==> config.mk <==
export PLATFORM = sky130hd
export DESIGN_NAME = cafm_top
export DESIGN_NICKNAME = d
export VERILOG_FILES = /design/src/pkg/cafm_pkg.sv /design/src/pkg/cafm_hit_if.sv /design/src/hdl/cafm_filter_cmp.sv /design/src/hdl/cafm_prio_sel.sv /design/src/hdl/cafm_top.sv
export SDC_FILE = /design/constraint.sdc
export NUM_CORES = 2
export LEC_CHECK = 0
export BUFFER_PORTS_ARGS = -buffer_cell sky130_fd_sc_hd__buf_2
export CAP_MARGIN = 30
export CORE_ASPECT_RATIO = 0.8
export CORE_MARGIN = 1.5
export CORE_UTILIZATION = 30
export CTS_BUF_LIST = sky130_fd_sc_hd__clkbuf_8
export CTS_CLUSTER_SIZE = 24
export DETAILED_ROUTE_END_ITERATION = 10
export MAX_ROUTING_LAYER = met4
export SETUP_SLACK_MARGIN = 0.3
export SYNTH_ARGS = -nofsm -noshare
export SYNTH_HDL_FRONTEND = slang
export SYNTH_SLANG_ARGS = --single-unit
==> constraint.sdc <==
create_clock -name core_clk -period 12.83 [get_ports core_clk]
set_input_delay 1.283 -clock core_clk [delete_from_list [all_inputs] [get_ports core_clk]]
set_output_delay 1.283 -clock core_clk [all_outputs]
set_load 0.03 [all_outputs]
==> src/pkg/cafm_pkg.sv <==
// Constants, register map and helpers for the acceptance filter block.
package cafm_pkg;

  localparam int NUM_FILTERS = 16;
  localparam int NUM_MASKS   = 3;
  localparam int IDX_W       = 4;
  localparam int ADDR_W      = 8;
  localparam int DATA_W      = 16;
  localparam int SID_W       = 11;
  localparam int EID_W       = 18;
  localparam int PTR_W       = 4;

  localparam logic [ADDR_W-1:0] ADDR_FSID_BASE = 8'h00;
  localparam logic [ADDR_W-1:0] ADDR_FEID_BASE = 8'h10;
  localparam logic [ADDR_W-1:0] ADDR_MSEL_LO   = 8'h20;
  localparam logic [ADDR_W-1:0] ADDR_MSEL_HI   = 8'h21;
  localparam logic [ADDR_W-1:0] ADDR_MSID_BASE = 8'h22;
  localparam logic [ADDR_W-1:0] ADDR_MEID_BASE = 8'h25;
  localparam logic [ADDR_W-1:0] ADDR_FEN       = 8'h28;
  localparam logic [ADDR_W-1:0] ADDR_BPTR_BASE = 8'h29;
  localparam logic [ADDR_W-1:0] ADDR_STATUS    = 8'h2D;
  localparam logic [ADDR_W-1:0] CNT_FILTERS    = 8'h10;
  localparam logic [ADDR_W-1:0] CNT_MASKS      = 8'h03;
  localparam logic [ADDR_W-1:0] CNT_BPTR       = 8'h04;

  localparam int SID_MSB   = 15;
  localparam int SID_LSB   = 5;
  localparam int FILTER_FRAME_TYPE_SELECT_POS = 3;
  localparam int MASK_TYPE_MATCH_MODE_POS  = 3;
  localparam int EIDH_MSB  = 1;
  localparam int STAT_HIT_POS = 8;
  localparam int STAT_IDX_LSB = 4;

  localparam logic [DATA_W-1:0] SID_IMPL_MASK = 16'hFFEB;
  localparam logic [DATA_W-1:0] RST_ID        = 16'h0000;
  localparam logic [DATA_W-1:0] RST_MSEL      = 16'h0000;
  localparam logic [DATA_W-1:0] RST_FEN       = 16'hFFFF;
  localparam logic [DATA_W-1:0] RST_BPTR      = 16'h0000;
  localparam logic [DATA_W-1:0] DATA_ZERO     = 16'h0000;

  localparam logic [1:0] MSRC_M0   = 2'h0;
  localparam logic [1:0] MSRC_M1   = 2'h1;
  localparam logic [1:0] MSRC_M2   = 2'h2;
  localparam logic [1:0] MSRC_RSVD = 2'h3;
  localparam logic [PTR_W-1:0] BPTR_FIFO = 4'hF;
  localparam int MATCH_LATENCY = 1;

  function automatic logic [1:0] sel_field(input logic [31:0] sel_all, input logic [IDX_W-1:0] n);
    return sel_all[{n, 1'b0} +: 2];
  endfunction

  function automatic logic [PTR_W-1:0] get_ptr(input logic [63:0] all, input logic [IDX_W-1:0] n);
    return all[{n, 2'b00} +: 4];
  endfunction

  function automatic logic in_range(input logic [ADDR_W-1:0] a, input logic [ADDR_W-1:0] base,
                                    input logic [ADDR_W-1:0] cnt);
    return (a >= base) && (ADDR_W'(a - base) < cnt);
  endfunction

endpackage

==> src/pkg/cafm_hit_if.sv <==
// Carrier between the filter array and the winner selector.
`timescale 1ns/100ps
interface cafm_hit_if;
  import cafm_pkg::*;
  logic [NUM_FILTERS-1:0] match_vec;
  logic                   hit;
  logic [IDX_W-1:0]       idx;
  modport src (output match_vec, input hit, input idx);
  modport sel (input match_vec, output hit, output idx);
endinterface

==> src/hdl/cafm_filter_cmp.sv <==
// Identifier comparison of one filter against its selected mask.
`timescale 1ns/100ps
module cafm_filter_cmp (
  // Filter and mask contents
  input  wire logic [cafm_pkg::DATA_W-1:0] filt_sid,
  input  wire logic [cafm_pkg::DATA_W-1:0] filt_eid,
  input  wire logic [cafm_pkg::DATA_W-1:0] mask_sid,
  input  wire logic [cafm_pkg::DATA_W-1:0] mask_eid,
  // Received identifier
  input  wire logic [cafm_pkg::SID_W-1:0]  msg_sid,
  input  wire logic [cafm_pkg::EID_W-1:0]  msg_eid,
  input  wire logic                        msg_ext,
  // Result
  output logic                             match
);
  import cafm_pkg::*;

  function automatic logic masked_eq(input logic [EID_W-1:0] a, input logic [EID_W-1:0] b,
                                     input logic [EID_W-1:0] care);
    return ((a ^ b) & care) == 18'h0_0000;
  endfunction

  wire logic std_eq;
  wire logic ext_eq;
  wire logic mask_type_match_mode;
  wire logic filter_frame_type_select;
  wire logic type_ok;

  assign std_eq = masked_eq({7'h00, filt_sid[SID_MSB:SID_LSB]}, {7'h00, msg_sid},
                            {7'h00, mask_sid[SID_MSB:SID_LSB]});
  assign ext_eq = masked_eq({filt_sid[EIDH_MSB:0], filt_eid}, msg_eid,
                            {mask_sid[EIDH_MSB:0], mask_eid});
  assign mask_type_match_mode   = mask_sid[MASK_TYPE_MATCH_MODE_POS];
  assign filter_frame_type_select  = filt_sid[FILTER_FRAME_TYPE_SELECT_POS];
  assign type_ok = !mask_type_match_mode || (filter_frame_type_select == msg_ext);
  assign match  = type_ok && std_eq && (!msg_ext || ext_eq);

endmodule // cafm_filter_cmp

==> src/hdl/cafm_prio_sel.sv <==
// Picks the lowest numbered matching filter.
`timescale 1ns/100ps
module cafm_prio_sel #(
  parameter int N = cafm_pkg::NUM_FILTERS
) (
  // Match vector in, winner out
  cafm_hit_if.sel hv
);
  import cafm_pkg::*;

  always_comb begin
    hv.hit = 1'b0;
    hv.idx = 4'h0;
    for (int i = N - 1; i >= 0; i--) begin
      if (hv.match_vec[i]) begin
        hv.hit = 1'b1;
        hv.idx = IDX_W'(i);
      end
    end
  end

endmodule // cafm_prio_sel

==> src/hdl/cafm_top.sv <==
// Acceptance filter match block with its register file.
//
// The placing of the registers and the plain strobed port are this design's own decisions.
`timescale 1ns/100ps
module cafm_top (
  // Clock and reset
  input  wire logic                        core_clk,
  input  wire logic                        rst_n,
  // Register port
  input  wire logic [cafm_pkg::ADDR_W-1:0] reg_addr,
  input  wire logic [cafm_pkg::DATA_W-1:0] reg_wdata,
  input  wire logic                        reg_wr,
  input  wire logic                        reg_rd,
  output logic      [cafm_pkg::DATA_W-1:0] reg_rdata,
  // Identifier from the receive engine
  input  wire logic                        id_valid,
  input  wire logic [cafm_pkg::SID_W-1:0]  id_std,
  input  wire logic [cafm_pkg::EID_W-1:0]  id_ext,
  input  wire logic                        id_is_ext,
  // Match result
  output logic                             match_done,
  output logic                             match_hit,
  output logic      [cafm_pkg::IDX_W-1:0]  match_index,
  output logic      [cafm_pkg::PTR_W-1:0]  filter_hit_buffer_pointer
);
  import cafm_pkg::*;

  logic [DATA_W-1:0] filter_std_id_reg [NUM_FILTERS];
  logic [DATA_W-1:0] filter_ext_id_reg [NUM_FILTERS];
  logic [DATA_W-1:0] mask_std_id_reg   [NUM_MASKS];
  logic [DATA_W-1:0] mask_ext_id_reg   [NUM_MASKS];
  logic [DATA_W-1:0] buffer_ptr_reg    [4];
  logic [DATA_W-1:0] mask_select_low_reg;
  logic [DATA_W-1:0] mask_select_high_reg;
  logic [DATA_W-1:0] filter_accept_enable_reg;
  logic [DATA_W-1:0] reg_rdata_reg;
  logic              match_done_reg;
  logic              match_hit_reg;
  logic [IDX_W-1:0]  match_index_reg;
  logic [PTR_W-1:0]  match_ptr_reg;

  wire logic [31:0]          sel_all;
  wire logic [63:0]          bptr_all;
  wire logic [NUM_FILTERS-1:0] match_vec;
  wire logic [IDX_W-1:0]     wr_idx;
  wire logic                 in_fsid;
  wire logic                 in_feid;
  wire logic                 in_msid;
  wire logic                 in_meid;
  wire logic                 in_bptr;
  wire logic [DATA_W-1:0]    status_word;
  wire logic [DATA_W-1:0]    rd_mux;

  cafm_hit_if hv ();

  // Register address decode.
  assign in_fsid = in_range(reg_addr, ADDR_FSID_BASE, CNT_FILTERS);
  assign in_feid = in_range(reg_addr, ADDR_FEID_BASE, CNT_FILTERS);
  assign in_msid = in_range(reg_addr, ADDR_MSID_BASE, CNT_MASKS);
  assign in_meid = in_range(reg_addr, ADDR_MEID_BASE, CNT_MASKS);
  assign in_bptr = in_range(reg_addr, ADDR_BPTR_BASE, CNT_BPTR);
  assign wr_idx  = in_fsid ? IDX_W'(reg_addr - ADDR_FSID_BASE) :
                   in_feid ? IDX_W'(reg_addr - ADDR_FEID_BASE) :
                   in_msid ? IDX_W'(reg_addr - ADDR_MSID_BASE) :
                   in_meid ? IDX_W'(reg_addr - ADDR_MEID_BASE) :
                   IDX_W'(reg_addr - ADDR_BPTR_BASE);

  assign sel_all  = {mask_select_high_reg, mask_select_low_reg};
  assign bptr_all = {buffer_ptr_reg[3], buffer_ptr_reg[2], buffer_ptr_reg[1], buffer_ptr_reg[0]};

  assign status_word = {7'h00, match_hit_reg, match_index_reg, match_ptr_reg};

  // Read selection; unmapped addresses read zero.
  assign rd_mux = in_fsid ? filter_std_id_reg[wr_idx] & SID_IMPL_MASK :
                  in_feid ? filter_ext_id_reg[wr_idx] :
                  in_msid ? mask_std_id_reg[wr_idx[1:0]] & SID_IMPL_MASK :
                  in_meid ? mask_ext_id_reg[wr_idx[1:0]] :
                  in_bptr ? buffer_ptr_reg[wr_idx[1:0]] :
                  (reg_addr == ADDR_MSEL_LO) ? mask_select_low_reg :
                  (reg_addr == ADDR_MSEL_HI) ? mask_select_high_reg :
                  (reg_addr == ADDR_FEN) ? filter_accept_enable_reg :
                  (reg_addr == ADDR_STATUS) ? status_word :
                  DATA_ZERO;

  // Filter identifier storage.
  always_ff @(posedge core_clk) begin
    if (!rst_n) begin
      for (int i = 0; i < NUM_FILTERS; i++) begin
        filter_std_id_reg[i] <= RST_ID;
        filter_ext_id_reg[i] <= RST_ID;
      end
    end else if (reg_wr && in_fsid) begin
      filter_std_id_reg[wr_idx] <= reg_wdata & SID_IMPL_MASK;
    end else if (reg_wr && in_feid) begin
      filter_ext_id_reg[wr_idx] <= reg_wdata;
    end
  end

  // Mask storage.
  always_ff @(posedge core_clk) begin
    if (!rst_n) begin
      for (int i = 0; i < NUM_MASKS; i++) begin
        mask_std_id_reg[i] <= RST_ID;
        mask_ext_id_reg[i] <= RST_ID;
      end
    end else if (reg_wr && in_msid) begin
      mask_std_id_reg[wr_idx[1:0]] <= reg_wdata & SID_IMPL_MASK;
    end else if (reg_wr && in_meid) begin
      mask_ext_id_reg[wr_idx[1:0]] <= reg_wdata;
    end
  end

  // Mask selection, enables and buffer pointers.
  always_ff @(posedge core_clk) begin
    if (!rst_n) begin
      mask_select_low_reg      <= RST_MSEL;
      mask_select_high_reg     <= RST_MSEL;
      filter_accept_enable_reg <= RST_FEN;
      for (int i = 0; i < 4; i++) begin
        buffer_ptr_reg[i] <= RST_BPTR;
      end
    end else if (reg_wr) begin
      if (reg_addr == ADDR_MSEL_LO) begin
        mask_select_low_reg <= reg_wdata;
      end
      if (reg_addr == ADDR_MSEL_HI) begin
        mask_select_high_reg <= reg_wdata;
      end
      if (reg_addr == ADDR_FEN) begin
        filter_accept_enable_reg <= reg_wdata;
      end
      if (in_bptr) begin
        buffer_ptr_reg[wr_idx[1:0]] <= reg_wdata;
      end
    end
  end

  // Read data stands only in the cycle after the strobe.
  always_ff @(posedge core_clk) begin
    if (!rst_n) begin
      reg_rdata_reg <= DATA_ZERO;
    end else begin
      reg_rdata_reg <= reg_rd ? rd_mux : DATA_ZERO;
    end
  end

  // One comparator per filter, fed by the mask its select field names.
  for (genvar g = 0; g < NUM_FILTERS; g++) begin : g_filt
    wire logic [1:0] src;
    wire logic       src_ok;
    wire logic [1:0] mi;
    wire logic       raw;
    assign src    = sel_field(sel_all, IDX_W'(g));
    assign src_ok = (src != MSRC_RSVD);
    assign mi     = src_ok ? src : MSRC_M0;
    cafm_filter_cmp u_cmp (
      .filt_sid (filter_std_id_reg[g]),
      .filt_eid (filter_ext_id_reg[g]),
      .mask_sid (mask_std_id_reg[mi]),
      .mask_eid (mask_ext_id_reg[mi]),
      .msg_sid  (id_std),
      .msg_eid  (id_ext),
      .msg_ext  (id_is_ext),
      .match    (raw)
    );
    assign match_vec[g] = raw && src_ok && filter_accept_enable_reg[g];

    // Per-filter checks on select, enable and frame type gating.
    wire logic       type_gate;
    assign type_gate = id_valid && mask_std_id_reg[mi][MASK_TYPE_MATCH_MODE_POS] && (filter_std_id_reg[g][FILTER_FRAME_TYPE_SELECT_POS] != id_is_ext);

  end

  assign hv.match_vec = match_vec;

  cafm_prio_sel #(
    .N (NUM_FILTERS)
  ) u_prio (
    .hv (hv)
  );

  // Result registers, loaded once per presented identifier.
  always_ff @(posedge core_clk) begin
    if (!rst_n) begin
      match_done_reg  <= 1'b0;
      match_hit_reg   <= 1'b0;
      match_index_reg <= 4'h0;
      match_ptr_reg   <= 4'h0;
    end else begin
      match_done_reg <= id_valid;
      if (id_valid) begin
        match_hit_reg   <= hv.hit;
        match_index_reg <= hv.hit ? hv.idx : 4'h0;
        match_ptr_reg   <= hv.hit ? get_ptr(bptr_all, hv.idx) : 4'h0;
      end
    end
  end

  assign reg_rdata                 = reg_rdata_reg;
  assign match_done                = match_done_reg;
  assign match_hit                 = match_hit_reg;
  assign match_index               = match_index_reg;
  assign filter_hit_buffer_pointer = match_ptr_reg;

  // Checks on filter zero and on the result path.
  wire logic [1:0]        f0_src;
  wire logic [1:0]        f0_mi;
  wire logic              f0_mask_type_match_mode;
  wire logic [SID_W-1:0]  f0_sid_diff;
  wire logic [EID_W-1:0]  f0_eid_diff;
  wire logic [NUM_FILTERS-1:0] below_win;

  assign f0_src      = sel_field(sel_all, 4'h0);
  assign f0_mi       = (f0_src == MSRC_RSVD) ? MSRC_M0 : f0_src;
  assign f0_mask_type_match_mode     = mask_std_id_reg[f0_mi][MASK_TYPE_MATCH_MODE_POS];
  assign f0_sid_diff = (filter_std_id_reg[0][SID_MSB:SID_LSB] ^ id_std) &
                       mask_std_id_reg[f0_mi][SID_MSB:SID_LSB];
  assign f0_eid_diff = ({filter_std_id_reg[0][EIDH_MSB:0], filter_ext_id_reg[0]} ^ id_ext) &
                       {mask_std_id_reg[f0_mi][EIDH_MSB:0], mask_ext_id_reg[f0_mi]};
  assign below_win   = match_vec & ((16'h0001 << hv.idx) - 16'h0001);
endmodule // cafm_top

==> Word level (Yosys, flattened, before mapping) <==
Memory sizes are Yosys's and may differ from the RTL's.
Cells that the tools add are included.
{ "word_totals": {"regBits": 74, "mem_bits_rw": 634, "in_bits": 59, "output_inout_bits": 26, "wordCells": 392, "mem_count": 5} }
{ "memory_table": {"columns": ["name", "depth", "word_bits", "rd", "rd_ports_with_merged_regs", "wr", "line_no", "source"], "rows": [
  ["filter_ext_id_reg", 16, 16, 17, 0, 16, "cafm_top.sv:29", "logic [DATA_W-1:0] filter_ext_id_reg [NUM_FILTERS];"],
  ["filter_std_id_reg", 16, 14, 17, 0, 16, "cafm_top.sv:28", "logic [DATA_W-1:0] filter_std_id_reg [NUM_FILTERS];"],
  ["buffer_ptr_reg", 4, 16, 5, 0, 4, "cafm_top.sv:32", "logic [DATA_W-1:0] buffer_ptr_reg [4];"],
  ["mask_ext_id_reg", 3, 16, 17, 0, 3, "cafm_top.sv:31", "logic [DATA_W-1:0] mask_ext_id_reg [NUM_MASKS];"],
  ["mask_std_id_reg", 3, 14, 17, 0, 3, "cafm_top.sv:30", "logic [DATA_W-1:0] mask_std_id_reg [NUM_MASKS];"]
]} }
{ "classes": {"add_sub_neg": 4, "order_cmp": 10, "eq_ne": 36, "shifts": 1, "muxes": 97, "n_bitwise": 66, "n_reduce_logical": 164} }
{ "ops": {"columns": ["operator", "n"], "rows": [
  ["18-bit logical NOT", 32],
  ["18-bit by 11-bit AND with 18-bit output", 16],
  ["18-bit AND", 16],
  ["18-bit XOR", 16],
  ["16-bit two-way mux", 11],
  ["11-bit XOR", 16],
  ["4-bit two-way mux", 24],
  ["1-bit logical AND", 73],
  ["64-bit by 7-bit variable part select with 4-bit output", 1],
  ["16-bit OR reduction", 3],
  ["1-bit two-way mux", 40],
  ["2-bit two-way mux", 19],
  ["8-bit by 6-bit equality test with 1-bit output, second input constant", 4],
  ["1-bit logical OR", 32],
  ["2-bit != test, second input constant", 16],
  ["14-bit two-way mux", 2],
  ["14-bit OR reduction", 2],
  ["8-bit by 6-bit greater-or-equal comparator with 1-bit output, second input constant", 3],
  ["8-bit by 6-bit subtractor with 8-bit output, second input constant", 3],
  ["1-bit logical NOT", 17],
  ["1-bit equality test", 16],
  ["8-bit by 2-bit < comparator with 1-bit output, second input constant", 2],
  ["8-bit by 5-bit < comparator with 1-bit output, second input constant", 2],
  ["9-bit two-way mux", 1],
  ["7 further kinds", 11]
]} }

==> Logic depth before layout (Yosys ltp) <==
An unclocked memory read counts as a cell.
{ "logic_depth": {"ltp_word": 27, "ltp_mapped": 18} }

==> By module <==
From an unflattened synthesis, not the netlist that was laid out.
{ "hier_totals": {"hier_cells": 5891, "area_unflattened_um2": 56504.2} }
{ "by_module_without_submodules": {"columns": ["module", "instances", "cells_each", "area_each_um2", "seq_area_each_um2"], "rows": [
  ["cafm_top", 1, 5074, 49238.5, 21420.5],
  ["cafm_filter_cmp", 16, 49, 442.9, 0.0],
  ["cafm_prio_sel", 1, 33, 178.9, 0.0]
]} }

==> Least setup slack after synthesis <==
No wires, ideal clock.
{ "synth_timing": {"path_kind": "input-to-reg", "from": "input port reg_addr[2] (netlist bit)", "to": "memory buffer_ptr_reg[2][0] (enable)", "arrival_ns": 5.108, "t_required_ns": 12.419, "setup_slack_ns": 7.311, "path_stages": 16, "path_buffers": 7, "cell_sequence": "buf_2 > inv_1 > ha_1 > nor3_1 > xnor2_1 > and4_1 > clkbuf_1 > nor2_1 > xnor2_1 > buf_2 > buf_4 > buf_4 > buf_2 > nand2_1 > clkbuf_1 > o21ai_0"} }
{ "synth_lines": {"columns": ["element", "line_no", "source"], "rows": [
  ["start, declared", "cafm_top.sv:10", "input wire logic [cafm_pkg::ADDR_W-1:0] reg_addr,"],
  ["end, declared", "cafm_top.sv:32", null]
]} }

==> Worst setup path in the final report <==
{ "layout_timing": {"from": "input port reg_addr[2] (netlist bit)", "to": "register reg_rdata_reg[8], in the netlist reg_rdata[8]"} }
{ "layout_via": {"elab_chain_len": 13, "elab_cells_between_ends": 41, "classes_between": "4 x add/sub; 10 x order compare; 4 x eq/ne; 13 x mux; 5 x reduce/logical; 5 x memory"} }
{ "layout_rtl": {"columns": ["element", "line_no", "source"], "rows": [
  ["8-bit by 6-bit subtractor with 8-bit output", "cafm_top.sv:65", "in_meid ? IDX_W'(reg_addr - ADDR_MEID_BASE) :"],
  ["8-bit by 2-bit < comparator with 1-bit output", "cafm_pkg.sv:58", "return (a >= base) && (ADDR_W'(a - base) < cnt);"],
  ["1-bit logical AND", "cafm_pkg.sv:58", null],
  ["4-bit two-way mux", "cafm_top.sv:65", null],
  ["4-bit two-way mux", "cafm_top.sv:64", "in_msid ? IDX_W'(reg_addr - ADDR_MSID_BASE) :"],
  ["4-bit two-way mux", "cafm_top.sv:63", "in_feid ? IDX_W'(reg_addr - ADDR_FEID_BASE) :"],
  ["4-bit two-way mux", "cafm_top.sv:62", "assign wr_idx = in_fsid ? IDX_W'(reg_addr - ADDR_FSID_BASE) :"],
  ["memory read 4 x 16 bit", null, null],
  ["16-bit two-way mux", "cafm_top.sv:78", "in_bptr ? buffer_ptr_reg[wr_idx[1:0]] :"],
  ["16-bit two-way mux", "cafm_top.sv:77", "in_meid ? mask_ext_id_reg[wr_idx[1:0]] :"],
  ["16-bit two-way mux", "cafm_top.sv:76", "in_msid ? mask_std_id_reg[wr_idx[1:0]] & SID_IMPL_MASK :"],
  ["16-bit two-way mux", "cafm_top.sv:75", "in_feid ? filter_ext_id_reg[wr_idx] :"],
  ["16-bit two-way mux (*)", "cafm_top.sv:74", "assign rd_mux = in_fsid ? filter_std_id_reg[wr_idx] & SID_IMPL_MASK :"],
  ["end signal, assigned", "cafm_top.sv:143", "reg_rdata_reg <= reg_rd ? rd_mux : DATA_ZERO;"],
  ["end, declared", "cafm_top.sv:36", "logic [DATA_W-1:0] reg_rdata_reg;"]
]} }
Every way passes the cells marked *; elsewhere a longest branch is shown, timed or not.
A chain may end at the register's enable or synchronous reset.

==> flow_summary.ini <==
[run_status]
run_status = completed

[synth]
synth.area.top_cells = edfxtp_1 35%, mux2i_1 12%, a211oi_1 8.1%, mux4_2 6.9%, and2_1 6.6%
synth_top_cells_by_count = 694 x mux2i_1, 664 x edfxtp_1, 619 x a211oi_1, 599 x and2_1, 418 x clkbuf_1
yosysWarningCount = 0
post_synth_instance_area_sq_um = 57100
count_of_flip_flops_with_a_built_in_enable_after_synthesis = 664
proportion_of_synthesized_chip_area_in_sequential_cells_pct = 37.5
postSynthNetCount = 5557
synth_area_per_cell_sq_um = 10.4
synth.ff_latch_count = 738
post_synthesis_cell_type_with_the_largest_combined_area = edfxtp_1
synth_flop_cell = edfxtp_1
synth_most_common_cell = mux2i_1
postSynthCellCount = 5491
synth.top_cell.area_share_pct = 34.9
synth.lib_cells_used.distinct = 78
synthArstFlopShare_pct = 0

[layout]
area_growth_pct = 9.18
largest_reg_flops = 256
final_cell_area_sq_um = 62300
layout.nets = 5303
drive_gt1_share_pct = 15.3
instances_no_fill = 7903

[clock_network]
tritoncts = yes
cts.hold.buffers_added = 0
tritoncts_num_sinks = 738
cts_buffers = 137
htree_levels = 4
post-cts-setup-buffer-count = 0
path_clk_slew_ps = 70
cts_repair_resize_count = 0
clock_latency_ps = 920
library_cell_used_as_clock_root_buffer = clkbuf_8
ctsLongestPathBuffers = 3

[grt]
grt_usage_pct = 25.9
globalRouteOverflowTotal = 0
pin_count_of_the_biggest_net_entering_global_routing = 89
grt_pass1_vias = 43900
antenna_found_initial = 29
grt_pass1_wl_um = 346000

[worst_setup_path]
cp.required_ps = 13650
path_delay_family = buffers and inverters
crit_fanout = 88
cp_cell_sequence = buf_2 -> inv_1 -> ha_1 -> nor3_1 -> xnor2_1 -> and4_1 -> buf_4 -> nor2_1 -> xnor2_2 -> buf_12 -> buf_4 -> mux4_2 -> mux2i_1 -> mux4_2 -> o221ai_1 -> and2_1
end_kind = flip-flop
setup.worst_path.class = input pin to flip-flop
cpPeakStageDelay_ps = 870
critical_path_arrival_ps = 7100
setup.worst_path.start_class = input pin
critical-path-slowest-cell = buf_4
timing.critical_path.buf_inv = 5

[timing]
setup_viol_count_final = 0
finClkSkew_ps = 43.9
finalWorstPathRequiredPeriod_ps = 6280
tns_ps = 0
final_max_slew_viol_count = 0
relSlewSlack_pct = 26.9
setup_repair_after_global_routing_missed_its_margin = false
timing.hold.ws_ps = 467
tightest_slew_ps = 1090
period_share_pct = 48.9
hold_viol_final = 0
fmaxAchievable_mhz = 159
final.setup.worst_slack_ps = 6550

[min_path]
hold_path.class = flip-flop to flip-flop

[power]
peakVddDrop_mv = 0.0648
p_leak_uw = 0.0194
power_density_nw_per_um2 = 105

[detailed_routing]
drtAntennaViolNets = 0
drtPass1Iterations = 6
drc = 0
dr.first_iter.drc_count = 8637
route.vias.total = 48100
avgViaCountPerCell = 6.08
per_cell_routed_wire_length_um = 31.8
routed_wire_length_um = 252000

[die]
design.core.area_sq_um = 189000
die_height_um = 393
starting_density_of_the_core_pct = 30.1
floorplan.die_area_sq_um = 193000
row_count = 143
io_pins = 85
die_x_um = 491

[placement]
post-place-cells = 7631
post_dp_cell_area_sq_um = 59600
placement.setup.worst_slack_ps = 5760
post-dp-hpwl_um = 170000
place_congestion = 1.06
portBuffers = 84

[job]
drv.max_cap_violation_count = 0
metrics by stage:
step / util (%) / total power [uW]
after floorplan: - / 3660
after global placement: 31.3 / 4190
after detailed placement: 31.5 / 4210
after CTS: 32.8 / 6510
after global routing: 32.9 / 6700
final: 32.9 / 6570
cells by family after synthesis:
family	Yosys count	synth area share (%)
simple gates	1498	14.7
flops	738	37.5
fa+ha+maj	7	0.153
xor+xnor	485	7.44
buf+inv	747	5.89
mux	946	20.6
compound gates	1070	13.6
layout by cell type (no fill, tap or decap), types with 63 or more instances in the layout:
master / instances
clkbuf_8: 149
nor2_1: 144
edfxtp_1: 664
inv_1: 79
xnor2_1: 338
mux2_2: 63
xor2_1: 145
buf_4: 218
o21ai_0: 67
and2_1: 599
buf_2: 84
mux2i_1: 694
a211oi_1: 618
a21oi_1: 71
nor2b_1: 312
nand2_1: 255
mux4_2: 176
a22oi_1: 79
layer usage:
layer,GRT usage [%],part of all wire [%],vias up
met3,8.18,15,682
met5,-,0,-
met4,13.4,5.6,0
met2,34.5,40,3861
met1,34.6,39,23800
li1,-,-,19800
power breakdown:
part	internal [uW]	total (uW)	switching, uW
clock	1180	2340	1160
combinational	495	1410	917
sequential	2720	2820	98.6
worst paths after layout:
check / startpoint / end / slack, ps / cells after the start
worst max-delay path: reg_addr[2] / reg_rdata[8]$_SDFF_PN0_ / 6550 / 16
worst min-delay path: mask_select_low_reg[15]$_SDFFE_PN0P_ / mask_select_low_reg[15]$_SDFFE_PN0P_ / 470 / 2
worst max register to register: mask_select_high_reg[11]$_SDFFE_PN0P_ / filter_hit_buffer_pointer[1]$_SDFFE_PN0P_ / 6610 / 13
worst min register to register: mask_select_low_reg[15]$_SDFFE_PN0P_ / mask_select_low_reg[15]$_SDFFE_PN0P_ / 470 / 2
worst reg2reg max path: stages, from the launching register on:
cell	delay (ps)
dfxtp_4	700
buf_4	700
nor2b_1	130
a211oi_1	250
a211oi_1	120
or4_1	650
o41ai_1	960
and4_1	430
or3_1	300
a221oi_2	190
o21ai_1	870
a211oi_1	120
a2111oi_1	520
a31oi_1	160
cell type report:
type                            count  area (sq um)
Fill cell                       19000        127000
Timing Repair Buffer              323          2430
Clock inverter                     99           583
Clock buffer                      149          2050
Sequential cell                   738         21500
Tap cell                         2537          3170
Inverter                           31           116
Multi-Input combinational cell   4006         32400
Antenna cell                       20          50.0
No activity file was read; power rests on OpenSTA's default activity.
